===== src/sppe_pkg.sv =====
/*
  Package for the serial peripheral port model: constants, state enum.
  Assumes one system clock (mclk_i) and an active-low asynchronous reset.
*/
// How it works
// - Odd divider not 1, cpol1 phase0: extra pulse
// - Hold, divider 1, idle gap: ready stays low
// - Fixed, hold, dma: bit 24 releases select
// - Master clock pin may toggle before transfer
// - Fixed mode DMA size follows select 0
// - Divider 1, odd length: one extra pulse
// - Divider 1, even length, cpol0 or phase1: clean clock
// - Slave mode ignores the disable command
// - Disable mid-transfer causes endless dummy transfers
// - Software reset keeps enable bit set
// - Idle hold: select switches without switch delay
// - Slow then divider-1 select, cpol1 phase0: extra pulse
// - All selects divider 1, even length: no extra pulse
package sppe_pkg;
  localparam int SPPE_NCS = 4;
  localparam int SPPE_DATA_W = 16;
  localparam int SPPE_WORD_W = 32;
  localparam int SPPE_LAST_BIT = 24;
  localparam int SPPE_PCS_LSB = 16;
  localparam logic [7:0] SPPE_DIV_RST = 8'h01;
  localparam logic [3:0] SPPE_BITS_RST = 4'h8;
  localparam logic [7:0] SPPE_DLY_RST = 8'h00;
  localparam logic [SPPE_NCS-1:0] SPPE_CS_IDLE = 4'hF;
  typedef enum logic [2:0] {
    SPPE_IDLE,
    SPPE_SWITCH,
    SPPE_SHIFT,
    SPPE_GAP,
    SPPE_HOLD
  } sppe_state_t;
endpackage


===== src/sppe_fifo.sv =====
/*
  Small valid/ready FIFO of flip-flops; width and depth are parameters.
  Assumes same clock as the user; depth is a power of two.
*/
`timescale 1ns/1ps
`default_nettype none
module sppe_fifo #(
  parameter int WIDTH = 32,
  parameter int DEPTH = 4
) (
  // Clock and reset
  input wire logic mclk_i,
  input wire logic nrst_i,
  input wire logic flush_i,
  // Fill side
  input wire logic in_valid_i,
  input wire logic [WIDTH-1:0] in_data_i,
  output logic in_ready_o,
  // Drain side
  output logic out_valid_o,
  output logic [WIDTH-1:0] out_data_o,
  input wire logic out_ready_i
);
  localparam int AW = $clog2(DEPTH);
  initial begin
    if (DEPTH < 2 || (1 << AW) != DEPTH) $error("sppe_fifo: depth must be power of two >= 2");
  end
  typedef struct packed {
    logic [DEPTH-1:0][WIDTH-1:0] mem;
    logic [AW-1:0] wp;
    logic [AW-1:0] rp;
    logic [AW:0] cnt;
  } sppe_fifo_st_t;
  sppe_fifo_st_t st_ff, nxt_st;
  logic push, pop;
  ////////////////////////////////////////////////////////////////////////
  // Next state
  always_comb begin
    nxt_st = st_ff;
    push = in_valid_i && (st_ff.cnt != (AW+1)'(DEPTH));
    pop = out_ready_i && (st_ff.cnt != '0);
    if (flush_i) begin
      nxt_st.wp = '0;
      nxt_st.rp = '0;
      nxt_st.cnt = '0;
    end else begin
      if (push) begin
        nxt_st.mem[st_ff.wp] = in_data_i;
        nxt_st.wp = st_ff.wp + 1'b1;
      end
      if (pop) begin
        nxt_st.rp = st_ff.rp + 1'b1;
      end
      nxt_st.cnt = st_ff.cnt + (AW+1)'(push) - (AW+1)'(pop);
    end
  end
  // Register
  always_ff @(posedge mclk_i or negedge nrst_i) begin
    if (!nrst_i) begin
      st_ff <= '0;
    end else begin
      st_ff <= nxt_st;
    end
  end
  assign in_ready_o = (st_ff.cnt != (AW+1)'(DEPTH));
  assign out_valid_o = (st_ff.cnt != '0);
  assign out_data_o = st_ff.mem[st_ff.rp];
endmodule
`default_nettype wire


===== src/sppe_port.sv =====
/*
  Serial peripheral port master/slave core with its known defects kept.
  Assumes words arrive from software or DMA on the tx word port; config
  bits are plain ports, steady during a transfer; single clock.

  Word layout on the tx port:
    bits 15:0  data, sent most significant bit first
    bits 17:16 inverted select index, used only in variable-select mode
    bit  24    final transfer flag, releases the select after the word

  Defects that are kept on purpose, so users see the real behaviour:
    - an extra clock pair at the end of a word under several divider,
      polarity and length combinations
    - the ready flag stays low after a held idle gap at divider 1
    - a disable command in slave mode is ignored
    - a disable command in mid-transfer starts endless dummy words
    - the software reset leaves the enable state bit set
    - a held select switches to another slave with no switch delay
    - the DMA size in fixed mode follows select 0, not the active one

  Hazards for users:
    - do not change divider, length or polarity while a word shifts
    - only one select line is ever driven low at a time
    - the DMA size output is refreshed on every clock edge
*/
`timescale 1ns/1ps
`default_nettype none
module sppe_port
  import sppe_pkg::*;
#(
  parameter int NCS = SPPE_NCS,
  parameter int DEPTH = 4
) (
  // Clock and reset
  input wire logic mclk_i,
  input wire logic nrst_i,
  // Commands (one-cycle pulses)
  input wire logic cmd_enable_i,
  input wire logic cmd_disable_i,
  input wire logic cmd_swreset_i,
  // Mode configuration
  input wire logic master_select_bit_i,
  input wire logic fixed_select_i,
  input wire logic dma_feed_i,
  input wire logic [1:0] fixed_cs_i,
  // Per-select configuration, packed by select index; the two delays are shared
  input wire logic [NCS*8-1:0] clock_divider_field_i,
  input wire logic [NCS*4-1:0] word_bits_i,
  input wire logic [NCS-1:0] clock_polarity_bit_i,
  input wire logic [NCS-1:0] clock_phase_bit_i,
  input wire logic [NCS-1:0] hold_select_after_transfer_i,
  input wire logic [7:0] between_transfer_delay_i,
  input wire logic [7:0] select_switch_delay_i,
  // Transmit word stream
  input wire logic tx_valid_i,
  input wire logic [SPPE_WORD_W-1:0] tx_word_i,
  output logic tx_ready_o,
  // Status
  output logic enable_state_bit_o,
  output logic transmit_ready_flag_o,
  output logic transmit_empty_flag_o,
  output logic dma_halfword_o,
  output logic [SPPE_DATA_W-1:0] rx_data_o,
  // Serial pins
  output logic serial_clock_pin_o,
  output logic mosi_o,
  input wire logic miso_i,
  output logic [NCS-1:0] peripheral_select_lines_o
);
  initial begin
    if (NCS != SPPE_NCS) $error("sppe_port: NCS must match the select field width");
  end
  ////////////////////////////////////////////////////////////////////////
  // State
  typedef struct packed {
    sppe_state_t fsm;
    logic en;
    logic txrdy;
    logic txemp;
    logic half;
    logic started;
    logic dummy;
    logic [1:0] cs;
    logic [1:0] prev_cs;
    logic [7:0] divc;
    logic [7:0] dlyc;
    logic [4:0] bitc;
    logic [SPPE_DATA_W-1:0] sh;
    logic [SPPE_DATA_W-1:0] rx;
    logic last;
    logic extra;
    logic sck;
    logic [NCS-1:0] csn;
    logic [2:0] miso_s;
    logic miso_q;
  } sppe_st_t;
  sppe_st_t st_ff, nxt_st;
  // Fifo wires: head valid, pop strobe and flush on software reset
  // The fifo is flushed in the same cycle as the state machine returns
  // to idle, so no word from before the reset is ever shifted out.
  logic f_valid, f_pop, f_flush;
  logic [SPPE_WORD_W-1:0] f_data;
  // Field helpers
  function automatic logic [7:0] div_of(input logic [NCS*8-1:0] v, input logic [1:0] i);
    div_of = v[i*8 +: 8];
  endfunction
  function automatic logic [3:0] bits_of(input logic [NCS*4-1:0] v, input logic [1:0] i);
    bits_of = v[i*4 +: 4];
  endfunction
  // Decoded selects
  logic [1:0] req_cs;
  logic [7:0] cur_div, prev_div;
  logic [4:0] cur_len;
  logic odd_div_glitch;
  always_comb begin
    req_cs = fixed_select_i ? fixed_cs_i : ~f_data[SPPE_PCS_LSB +: 2];
    cur_div = div_of(clock_divider_field_i, st_ff.cs);
    prev_div = div_of(clock_divider_field_i, st_ff.prev_cs);
    cur_len = 5'(bits_of(word_bits_i, st_ff.cs)) + 5'h08;
    // Odd divider other than 1 with polarity 1, phase 0
    odd_div_glitch = cur_div[0] && (cur_div != 8'h01) && clock_polarity_bit_i[st_ff.cs]
                     && !clock_phase_bit_i[st_ff.cs];
  end
  ////////////////////////////////////////////////////////////////////////
  // Word buffer
  sppe_fifo #(.WIDTH(SPPE_WORD_W), .DEPTH(DEPTH)) u_fifo (
    .mclk_i(mclk_i),
    .nrst_i(nrst_i),
    .flush_i(f_flush),
    .in_valid_i(tx_valid_i && st_ff.en),
    .in_data_i(tx_word_i),
    .in_ready_o(tx_ready_o),
    .out_valid_o(f_valid),
    .out_data_o(f_data),
    .out_ready_i(f_pop)
  );
  ////////////////////////////////////////////////////////////////////////
  // Transfer engine
  // One process holds all next-state logic; later assignments win, so
  // the software reset block at the bottom overrides the case below.
  always_comb begin
    nxt_st = st_ff;
    f_pop = 1'b0;
    f_flush = cmd_swreset_i;
    // DMA size decodes select 0 length in fixed mode, every cycle
    nxt_st.half = (fixed_select_i ? bits_of(word_bits_i, 2'd0)
                                  : bits_of(word_bits_i, st_ff.cs)) != '0;
    // Pin sync: change counted once stages 2 and 3 agree
    nxt_st.miso_s = {st_ff.miso_s[1:0], miso_i};
    if (st_ff.miso_s[1] == st_ff.miso_s[2]) begin
      nxt_st.miso_q = st_ff.miso_s[2];
    end
    // Master clock pin may float to polarity before any transfer
    if (master_select_bit_i && !st_ff.started) begin
      nxt_st.sck = clock_polarity_bit_i[0];
    end
    // Commands
    if (cmd_enable_i && !st_ff.en) begin
      nxt_st.en = 1'b1;
      nxt_st.txrdy = 1'b1;
      nxt_st.txemp = 1'b1;
    end
    if (cmd_disable_i) begin
      if (!master_select_bit_i) begin
        nxt_st.en = st_ff.en;
      end else if (st_ff.fsm != SPPE_IDLE && st_ff.fsm != SPPE_HOLD) begin
        nxt_st.dummy = 1'b1;
      end else begin
        nxt_st.en = 1'b0;
        nxt_st.txrdy = 1'b0;
        nxt_st.txemp = 1'b0;
      end
    end
    unique case (st_ff.fsm)
      SPPE_IDLE, SPPE_HOLD: begin
        // Wait for a word or dummy request
        if (st_ff.en && master_select_bit_i && (f_valid || st_ff.dummy)) begin
          nxt_st.prev_cs = st_ff.cs;
          nxt_st.cs = f_valid ? req_cs : st_ff.cs;
          nxt_st.sh = f_valid ? f_data[SPPE_DATA_W-1:0] : '0;
          nxt_st.last = f_valid && f_data[SPPE_LAST_BIT];
          f_pop = f_valid;
          nxt_st.txemp = 1'b0;
          nxt_st.started = 1'b1;
          // Divider 1 with hold and idle gap: ready not raised
          nxt_st.txrdy = !(st_ff.fsm == SPPE_HOLD && cur_div == 8'h01
                           && hold_select_after_transfer_i[st_ff.cs]);
          // Held select switches straight over, skipping switch delay
          nxt_st.fsm = SPPE_SHIFT;
          if (st_ff.fsm == SPPE_IDLE && select_switch_delay_i != SPPE_DLY_RST) begin
            nxt_st.fsm = SPPE_SWITCH;
            nxt_st.dlyc = select_switch_delay_i;
          end
          nxt_st.divc = '0;
          nxt_st.bitc = '0;
          nxt_st.extra = 1'b0;
        end
        if (st_ff.fsm == SPPE_IDLE) begin
          nxt_st.csn = SPPE_CS_IDLE;
        end
      end
      SPPE_SWITCH: begin
        // Select switch delay
        nxt_st.dlyc = st_ff.dlyc - 8'h01;
        if (st_ff.dlyc == 8'h01) begin
          nxt_st.fsm = SPPE_SHIFT;
        end
      end
      SPPE_SHIFT: begin
        nxt_st.csn = ~(NCS'(1) << st_ff.cs);
        nxt_st.divc = st_ff.divc + 8'h01;
        if (st_ff.divc + 8'h01 >= cur_div) begin
          nxt_st.divc = '0;
          nxt_st.sck = !st_ff.sck;
          if (st_ff.sck != clock_polarity_bit_i[st_ff.cs]) begin
            nxt_st.rx = {st_ff.rx[SPPE_DATA_W-2:0], st_ff.miso_q};
            nxt_st.sh = {st_ff.sh[SPPE_DATA_W-2:0], 1'b0};
            nxt_st.bitc = st_ff.bitc + 5'h01;
            if (st_ff.bitc + 5'h01 == cur_len) begin
              // Divider 1 odd length, odd divider glitch, or slow-then-fast
              // select change leaves one extra toggle pair
              nxt_st.extra = !st_ff.extra && (
                (cur_div == 8'h01 && cur_len[0]) || odd_div_glitch ||
                (cur_div == 8'h01 && prev_div != 8'h01 && clock_polarity_bit_i[st_ff.cs]
                 && !clock_phase_bit_i[st_ff.cs]));
              if (!nxt_st.extra) begin
                nxt_st.fsm = SPPE_GAP;
                nxt_st.dlyc = between_transfer_delay_i;
                nxt_st.sck = clock_polarity_bit_i[st_ff.cs];
              end else begin
                nxt_st.bitc = st_ff.bitc;
              end
            end
          end
        end
      end
      SPPE_GAP: begin
        // Between-transfer delay then hold or release
        nxt_st.dlyc = st_ff.dlyc - 8'h01;
        if (st_ff.dlyc == '0 || st_ff.dlyc == 8'h01) begin
          nxt_st.txemp = !f_valid;
          nxt_st.txrdy = 1'b1;
          nxt_st.fsm = (hold_select_after_transfer_i[st_ff.cs] && !st_ff.last)
                       ? SPPE_HOLD : SPPE_IDLE;
          // Fixed DMA hold: bit 24 of the next queued word releases the select
          if (fixed_select_i && dma_feed_i && hold_select_after_transfer_i[st_ff.cs]
              && f_valid && f_data[SPPE_LAST_BIT]) begin
            nxt_st.fsm = SPPE_IDLE;
          end
        end
      end
      default: nxt_st.fsm = SPPE_IDLE;
    endcase
    // Software reset: enable bit kept set
    if (cmd_swreset_i) begin
      nxt_st.fsm = SPPE_IDLE;
      nxt_st.txrdy = 1'b0;
      nxt_st.txemp = 1'b0;
      nxt_st.dummy = 1'b0;
      nxt_st.started = 1'b0;
      nxt_st.csn = SPPE_CS_IDLE;
      nxt_st.en = st_ff.en;
    end
  end
  // Register
  always_ff @(posedge mclk_i or negedge nrst_i) begin
    if (!nrst_i) begin
      st_ff <= '0;
      st_ff.fsm <= SPPE_IDLE;
      st_ff.csn <= SPPE_CS_IDLE;
    end else begin
      st_ff <= nxt_st;
    end
  end
  ////////////////////////////////////////////////////////////////////////
  // Outputs straight from state
  assign enable_state_bit_o = st_ff.en;
  assign transmit_ready_flag_o = st_ff.txrdy;
  assign transmit_empty_flag_o = st_ff.txemp;
  assign dma_halfword_o = st_ff.half;
  assign rx_data_o = st_ff.rx;
  assign serial_clock_pin_o = st_ff.sck;
  assign mosi_o = st_ff.sh[SPPE_DATA_W-1];
  assign peripheral_select_lines_o = st_ff.csn;
endmodule
`default_nettype wire


===== config.mk =====
export PLATFORM = sky130hd
export DESIGN_NAME = sppe_port
export DESIGN_NICKNAME = d
export VERILOG_FILES = /design/src/sppe_pkg.sv /design/src/sppe_fifo.sv /design/src/sppe_port.sv
export SDC_FILE = /design/constraint.sdc
export NUM_CORES = 1
export LEC_CHECK = 0
export BUFFER_PORTS_ARGS = -buffer_cell sky130_fd_sc_hd__buf_2
export CAP_MARGIN = 40
export CORE_MARGIN = 4
export CORE_UTILIZATION = 44
export CTS_BUF_LIST = sky130_fd_sc_hd__clkbuf_2 sky130_fd_sc_hd__clkbuf_4 sky130_fd_sc_hd__clkbuf_8
export CTS_CLUSTER_DIAMETER = 40
export CTS_CLUSTER_SIZE = 8
export DETAILED_ROUTE_END_ITERATION = 16
export PLACE_DENSITY_LB_ADDON = 0.05
export SLEW_MARGIN = 30
export SYNTH_ARGS = -nofsm -noshare
export SYNTH_HDL_FRONTEND = slang
export SYNTH_SLANG_ARGS = --single-unit

===== constraint.sdc =====
create_clock -name mclk_i -period 4.6 [get_ports mclk_i]
set_clock_uncertainty 0.05 [all_clocks]
set_input_delay 0 -clock mclk_i [delete_from_list [all_inputs] [get_ports mclk_i]]
set_output_delay 0 -clock mclk_i [all_outputs]
set_load 0.03 [all_outputs]

==> results.py, run 1 <==
metrics = {
    "hold_path": {
        "hold_start": "hold_select_after_transfer_i[2]",
        "min_path_type": "input pin to flop",
    },
    "die": {
        "die_y_um": 146.0,
        "pin_count": 147,
        "start_util": 0.4479,
        "core_um2": 18710,
        "num_rows": 50,
        "dieArea_um2": 21310,
        "die_w_um": 146.0,
    },
    "worst_setup_path": {
        "slowest_delay_ps": 870,
        "crit_fanout": 29,
        "path_cells": "mux4_2, ha_1, nand2b_1, a211oi_1, o221a_2, nor4_2, buf_4, a222oi_1, dlygate4sd3_1, mux2i_1",
        "critPathTopFamily": "compound AO/OA/AOI/OAI gates",
        "crit_slowest_cell": "dfrtp_1",
        "r2r_start": "st_ff[67]$_DFFE_PN0N_",
        "crit_start": "st_ff[67]$_DFFE_PN0N_",
        "crit_required_ps": 4870,
        "cp.buffers_inverters": 2,
        "endpoint_kind": "flop",
        "crit_arrival_ps": 4220,
        "crit_type": "flop to flop",
        "cp-start-kind": "flop",
    },
    "power_and_ir_drop": {
        "power_mw": 5.169,
        "power_leakage_nw": 4.824,
        "ir_drop_uv": 406.5,
        "powerDensity_nw_per_um2": 508.9,
    },
    "timing": {
        "grt_setup_unrepaired": "no",
        "fin_crit_sh": 0.8605,
        "worst_pin_slew_ps": 866.4,
        "tns_ps": 0,
        "setup_violations": 0,
        "timing.slew.headroom": 0.4224,
        "hold_violations": 0,
        "max_freq_mhz": 252.6,
        "hold_slack_ps": 56.33,
        "min_period_ps": 3958,
        "drv_slew": 0,
    },
    "run_status": {
        "outcome": "complete, no violations",
    },
    "job": {
        "maxCapViolCount": 0,
    },
    "route": {
        "via_per_inst": 5.447,
        "routed_wl_um": 20340,
        "first_pass_iters": 5,
        "routed-via-count": 6204,
        "wire_per_inst_um": 17.86,
        "drc": 0,
        "ant_nets": 0,
        "drt_iter0_drc": 347,
    },
    "global_routing": {
        "track_usage": 0.1977,
        "grt_pass1_vias": 6786,
        "grt_pass1_wl_um": 34200,
        "grt_max_degree": 114,
        "grt-busiest-layer": "met2",
        "antenna_found_initial": 0,
        "met2_usage": 0.3424,
        "met1_usage": 0.2496,
        "met3_usage": 0.04671,
        "grt-ovfl-total": 0,
    },
    "yosys": {
        "synthTopCellsByCount": "156 x dfrtp_1, 85 x nand2_1, 78 x mux2_1",
        "syn_area_um2": 8378,
        "synthArstFlopShare": 1.000,
        "yosysMostFrequentCell": "dfrtp_1",
        "yosysWarnings": 0,
        "synthTopCellsByArea": "dfrtp_1 47%, mux2_1 10%, mux4_2 9.1%",
        "postSynthCellCount": 724,
        "yosysSeqAreaShare": 0.4785,
        "synth-seq-cells": 160,
        "syn_area_per_cell_um2": 11.57,
        "synthDistinctLibCells": 69,
        "synth_top_area_share": 0.4659,
        "synth-main-ff-cell": "dfrtp_1",
        "synth_fp_nets": 865,
        "synth-edff-count": 0,
        "yosys.area.top_type": "dfrtp_1",
    },
    "clocking": {
        "clk_pin_slew_ps": 80,
        "cts_root_buf": "clkbuf_8",
        "htreeDepth": 4,
        "cts_buffers": 17,
        "tritoncts": "yes",
        "clock_path_buffers": 2,
        "cts.sinks": 160,
        "clock_latency_ps": 450,
    },
    "final_layout": {
        "nets": 1033,
        "area_growth_pct": 21.24,
        "drive_gt1_frac": 0.2652,
        "finalNonFillerCells": 1139,
        "num_antenna_cells": 0,
        "finalInstanceArea_um2": 10160,
    },
    "place": {
        "port_buffers": 133,
        "dp_hpwl_um": 14420,
        "placed_area_um2": 9195,
        "gp_congestion": 0.8776,
        "dpl.cell_count": 1052,
    },
}
## registers in the layout, indices dropped and copies added, names as in the netlist
register,count
enable_state_bit_o,1
peripheral_select_lines_o,4
serial_clock_pin_o,1
transmit_empty_flag_o,1
nxt_st,2
transmit_ready_flag_o,1
dma_halfword_o,1
rx_data_o,16
mosi_o,1
u_fifo.st_ff,83
st_ff,49
## worst paths after layout
check	end	slack, ps	cells past startpoint
hold reg to reg	nxt_st[3]$_DFF_PN0_	320	0
setup reg to reg	st_ff[48]$_DFFE_PN0P_	640	10
hold / removal	st_ff[76]$_DFFE_PN0P_	60	4
setup / recovery	st_ff[48]$_DFFE_PN0P_	640	10
max in group asynchronous	u_fifo.st_ff[4]$_DFFE_PN0P_	3130	3
min in group asynchronous	st_ff[63]$_DFFE_PN0P_	110	2
## per-layer routing
layer	routed length, um	vias to the layer above
met1	8783	3126
met4	315	0
met3	794	24
met2	10450	130
li1	-	2924
met5	0	-
## timing repair
action | 4_1_cts | 5_1_grt
setup buffers | 0 | 0
resized for setup | 0 | 0
endpoints found under the hold margin | 212 | 0
hold buffers | 55 | 0
## worst reg2reg max path, cell delays in order (launching register included)
cell and delay [ps]:
dfrtp_1 870, mux4_2 480, ha_1 290, nand2b_1 140
a211oi_1 310, o221a_2 320, nor4_2 60, buf_4 250
a222oi_1 350, dlygate4sd3_1 620, mux2i_1 80
## power by group
part	total, mW	internal (mW)	switching [mW]
Clock	1.07	0.523	0.545
Sequential	2.15	1.84	0.311
Combinational	1.95	0.965	0.988
Total	5.17	3.32	1.84
## metrics by stage
step           utilization  worst slack, ps
6_report            0.5430            641.5
5_1_grt             0.5430            408.6
4_1_cts             0.5430            734.5
3_5_place_dp        0.4916             1074
3_3_place_gp        0.4890            953.1
2_1_floorplan            -             1642
## final cells by class
class | count | area [um^2]
Clock inverter | 13 | 150.1
Sequential cell | 160 | 4010
Inverter | 31 | 116.4
Clock buffer | 19 | 261.5
Timing Repair Buffer | 204 | 1365
Multi-Input combinational cell | 478 | 3961
Tap cell | 234 | 292.8
Fill cell | 1629 | 8548
## layout by cell type, fill, tap and decap left out, types with 3 or more instances in the layout
master / count
dfrtp_1: 155
buf_2: 132
nand2_1: 85
mux2_1: 78
dlygate4sd3_1: 55
nor2_1: 50
mux4_2: 34
a21oi_1: 27
inv_1: 25
o21ai_1: 20
ha_1: 20
clkbuf_8: 19
xnor2_1: 13
nor3_1: 13
buf_4: 13
nand3_1: 11
and3_1: 11
xor2_1: 10
o21ai_0: 8
mux2i_1: 8
a222oi_1: 7
nor4_1: 6
a22o_1: 6
inv_2: 5
nor2b_1: 5
nand4_1: 5
a31oi_1: 5
o2111ai_1: 4
inv_6: 4
dfstp_2: 4
a211oi_1: 3
o21a_1: 3
nand2b_1: 3
clkinv_4: 3
buf_8: 3
## logic make-up after synthesis
kind of cell,synth area share
and+or+nand+nor,0.1126
xor gates and xnor gates,0.02404
muxes,0.2089
AOI/OAI and AO/OA,0.09290
buffers and inverters,0.04958
DFF,0.4785
adders and majority gates,0.03345
Note: power is estimated with default switching activity, not from simulation.
==> inputs of run 2 (changes only) <==
--- a/config.mk
+++ b/config.mk
@@ -8,7 +8,7 @@
 export BUFFER_PORTS_ARGS = -buffer_cell sky130_fd_sc_hd__buf_2
 export CAP_MARGIN = 40
 export CORE_MARGIN = 4
-export CORE_UTILIZATION = 44
+export CORE_UTILIZATION = 63
 export CTS_BUF_LIST = sky130_fd_sc_hd__clkbuf_2 sky130_fd_sc_hd__clkbuf_4 sky130_fd_sc_hd__clkbuf_8
 export CTS_CLUSTER_DIAMETER = 40
 export CTS_CLUSTER_SIZE = 8
==> run 2 against run 1 <==
  * Fmax grew 6.1%
  * Global-route usage grew 8.9 points
  * Hold slack lost 7.9 ps
  * Non-clock buffer count shrank 8
  * Critical path type unchanged
  * Critical endpoint unchanged
  * Largest cell class unchanged
==> results.py, run 2 (synthesis results as in run 1) <==
metrics = {
    "global_routing": {
        "antenna_found_initial": 2,
        "grt_pass1_wl_um": 33750,
        "track_usage": 0.2870,
        "grt_pass1_vias": 6930,
        "grt-ovfl-total": 0,
        "grt_max_degree": 74,
    },
    "power_and_ir_drop": {
        "power.switching_mw": 1.850,
        "pwr-share-seq": 0.410,
        "power_leakage_nw": 4.804,
        "share_comb_of_total_power": 0.378,
        "powerDensity_nw_per_um2": 519.7,
        "switching_share": 0.3536,
        "clock_power_share": 0.212,
        "intPower_mw": 3.382,
        "ir_drop_uv": 437.5,
    },
    "place": {
        "dp_hpwl_um": 13830,
        "gp_congestion": 0.9999,
        "port_buffers": 133,
    },
    "clocking": {
        "cts.sinks": 160,
        "clk_pin_slew_ps": 90,
        "clock_latency_ps": 450,
        "htreeDepth": 4,
        "tritoncts": "yes",
        "cts_buffers": 17,
        "cts_root_buf": "clkbuf_8",
        "clock_path_buffers": 2,
        "cts_resized": 0,
    },
    "final_layout": {
        "regMostFlops": "u_fifo.st_ff",
        "most-common-layout-cells": "156 x dfrtp_1, 132 x buf_2, 85 x nand2_1, 78 x mux2_1, 51 x dlygate4sd3_1",
        "area_growth_pct": 20.15,
        "multi_input_area_um2": 3965,
        "drive_gt1_frac": 0.2653,
        "final_util": 0.7849,
        "register_area_um2": 4009,
        "layout_commonest_cell": "dfrtp_1",
        "largest_reg_flops": 83,
        "nets": 1025,
        "fillers": 830,
    },
    "die": {
        "die_y_um": 123.3,
        "core_um2": 12820,
        "dieArea_um2": 15210,
        "start_util": 0.6533,
        "die_w_um": 123.3,
        "num_rows": 41,
        "pin_count": 147,
    },
    "worst_setup_path": {
        "crit_arrival_ps": 4010,
        "cp-start-kind": "flop",
        "crit_fanout": 29,
        "endpoint_kind": "flop",
        "slowest_delay_ps": 660,
        "crit_required_ps": 4880,
        "path_cells": "mux4_2, ha_1, nand2b_1, a211oi_1, o221a_2, nor4_2, buf_4, a222oi_1, dlygate4sd3_1, mux2i_1",
        "crit_type": "flop to flop",
        "crit_slowest_cell": "dfrtp_1",
    },
    "timing": {
        "hold_violations": 0,
        "timing.slew.headroom": 0.4811,
        "min_period_ps": 3732,
        "fin_crit_sh": 0.8113,
        "max_freq_mhz": 267.9,
        "tns_ps": 0,
        "setup_violations": 0,
        "drv_slew": 0,
        "worst_pin_slew_ps": 776.7,
        "grt_setup_unrepaired": "no",
    },
    "route": {
        "first_pass_iters": 5,
        "wire_per_inst_um": 18.89,
        "routed_wl_um": 20230,
        "routed-via-count": 6421,
        "drt_iter0_drc": 600,
        "ant_nets": 0,
        "drc": 0,
        "via_per_inst": 5.995,
    },
    "run_status": {
        "outcome": "complete, no violations",
    },
    "hold_path": {
        "min_path_type": "input pin to async pin",
    },
    "job": {
        "maxCapViolCount": 0,
    },
}
[run 2: what timing repair did]
action / in CTS / in global routing
hold endpoints to repair: 260 / 0
hold buffers: 52 / 0
buffers inserted: 0 / 0
[run 2: per-layer routing]
| layer | up-vias | part of all wire | track usage |
|---|---|---|---|
| met5 | - | 0 | 0 |
| met4 | 0 | 0.025 | 0.1239 |
| met3 | 48 | 0.054 | 0.05901 |
| met2 | 229 | 0.52 | 0.4920 |
| met1 | 3223 | 0.40 | 0.3538 |
| li1 | 2921 | - | - |
[run 2: area by class of cell]
type / count / share of cell area
Tap cell: 172 / 0.02138
Antenna cell: 2 / 0.0004972
Clock inverter: 11 / 0.01529
Clock buffer: 21 / 0.02747
Timing Repair Buffer: 196 / 0.1316
Multi-Input combinational cell: 478 / 0.3939
Inverter: 31 / 0.01156
Sequential cell: 160 / 0.3983
[run 2: path summary, 6_finish.rpt]
path,slack [ps],depth (start not counted),startpoint,end
worst max-delay path,870,10,st_ff[66]$_DFFE_PN0N_,st_ff[48]$_DFFE_PN0P_
worst min-delay path,50,3,nrst_i,st_ff[59]$_DFFE_PN0P_
worst max register to register,870,10,st_ff[66]$_DFFE_PN0N_,st_ff[48]$_DFFE_PN0P_
worst min register to register,320,0,nxt_st[2]$_DFF_PN0_,nxt_st[3]$_DFF_PN0_
max in group asynchronous,3810,3,nrst_i,u_fifo.st_ff[83]$_DFFE_PN0P_
min in group mclk_i,70,4,tx_valid_i,u_fifo.st_ff[5]$_DFFE_PN0P_
[run 2: per-stage QoR]
step | instances | total power, mW | instance area (um^2) | setup WS, ps | hold slack (ps)
after floorplan | 724 | 3.522 | 8378 | 1642 | -345.6
after global placement | 983 | 3.906 | 9040 | 1033 | 59.60
after detailed placement | 985 | 4.027 | 9100 | 879.8 | -125.6
after CTS | 1069 | 5.229 | 10060 | 871.4 | 23.47
after global routing | 1071 | 5.583 | 10070 | 574.3 | 56.09
final | 1071 | 5.231 | 10070 | 867.9 | 48.41
[run 2: power by group through the flow]
stage | Sequential, mW | Clock, mW | Combinational [mW]
floorplan | 2.07 | 0 | 1.45
global placement | 2.13 | 0 | 1.78
detailed placement | 2.16 | 0 | 1.86
CTS | 2.14 | 1.12 | 1.97
global route | 2.20 | 1.19 | 2.20
finish | 2.15 | 1.11 | 1.98
[run 2: critical path: cells and delay by family, from the launching register on]
| kind | cells | cell delay, ps |
|---|---|---|
| fa+ha+maj | 1 | 300 |
| buf+inv | 2 | 830 |
| simple gates | 2 | 210 |
| compound gates | 3 | 820 |
| flops | 1 | 660 |
| mux | 2 | 720 |
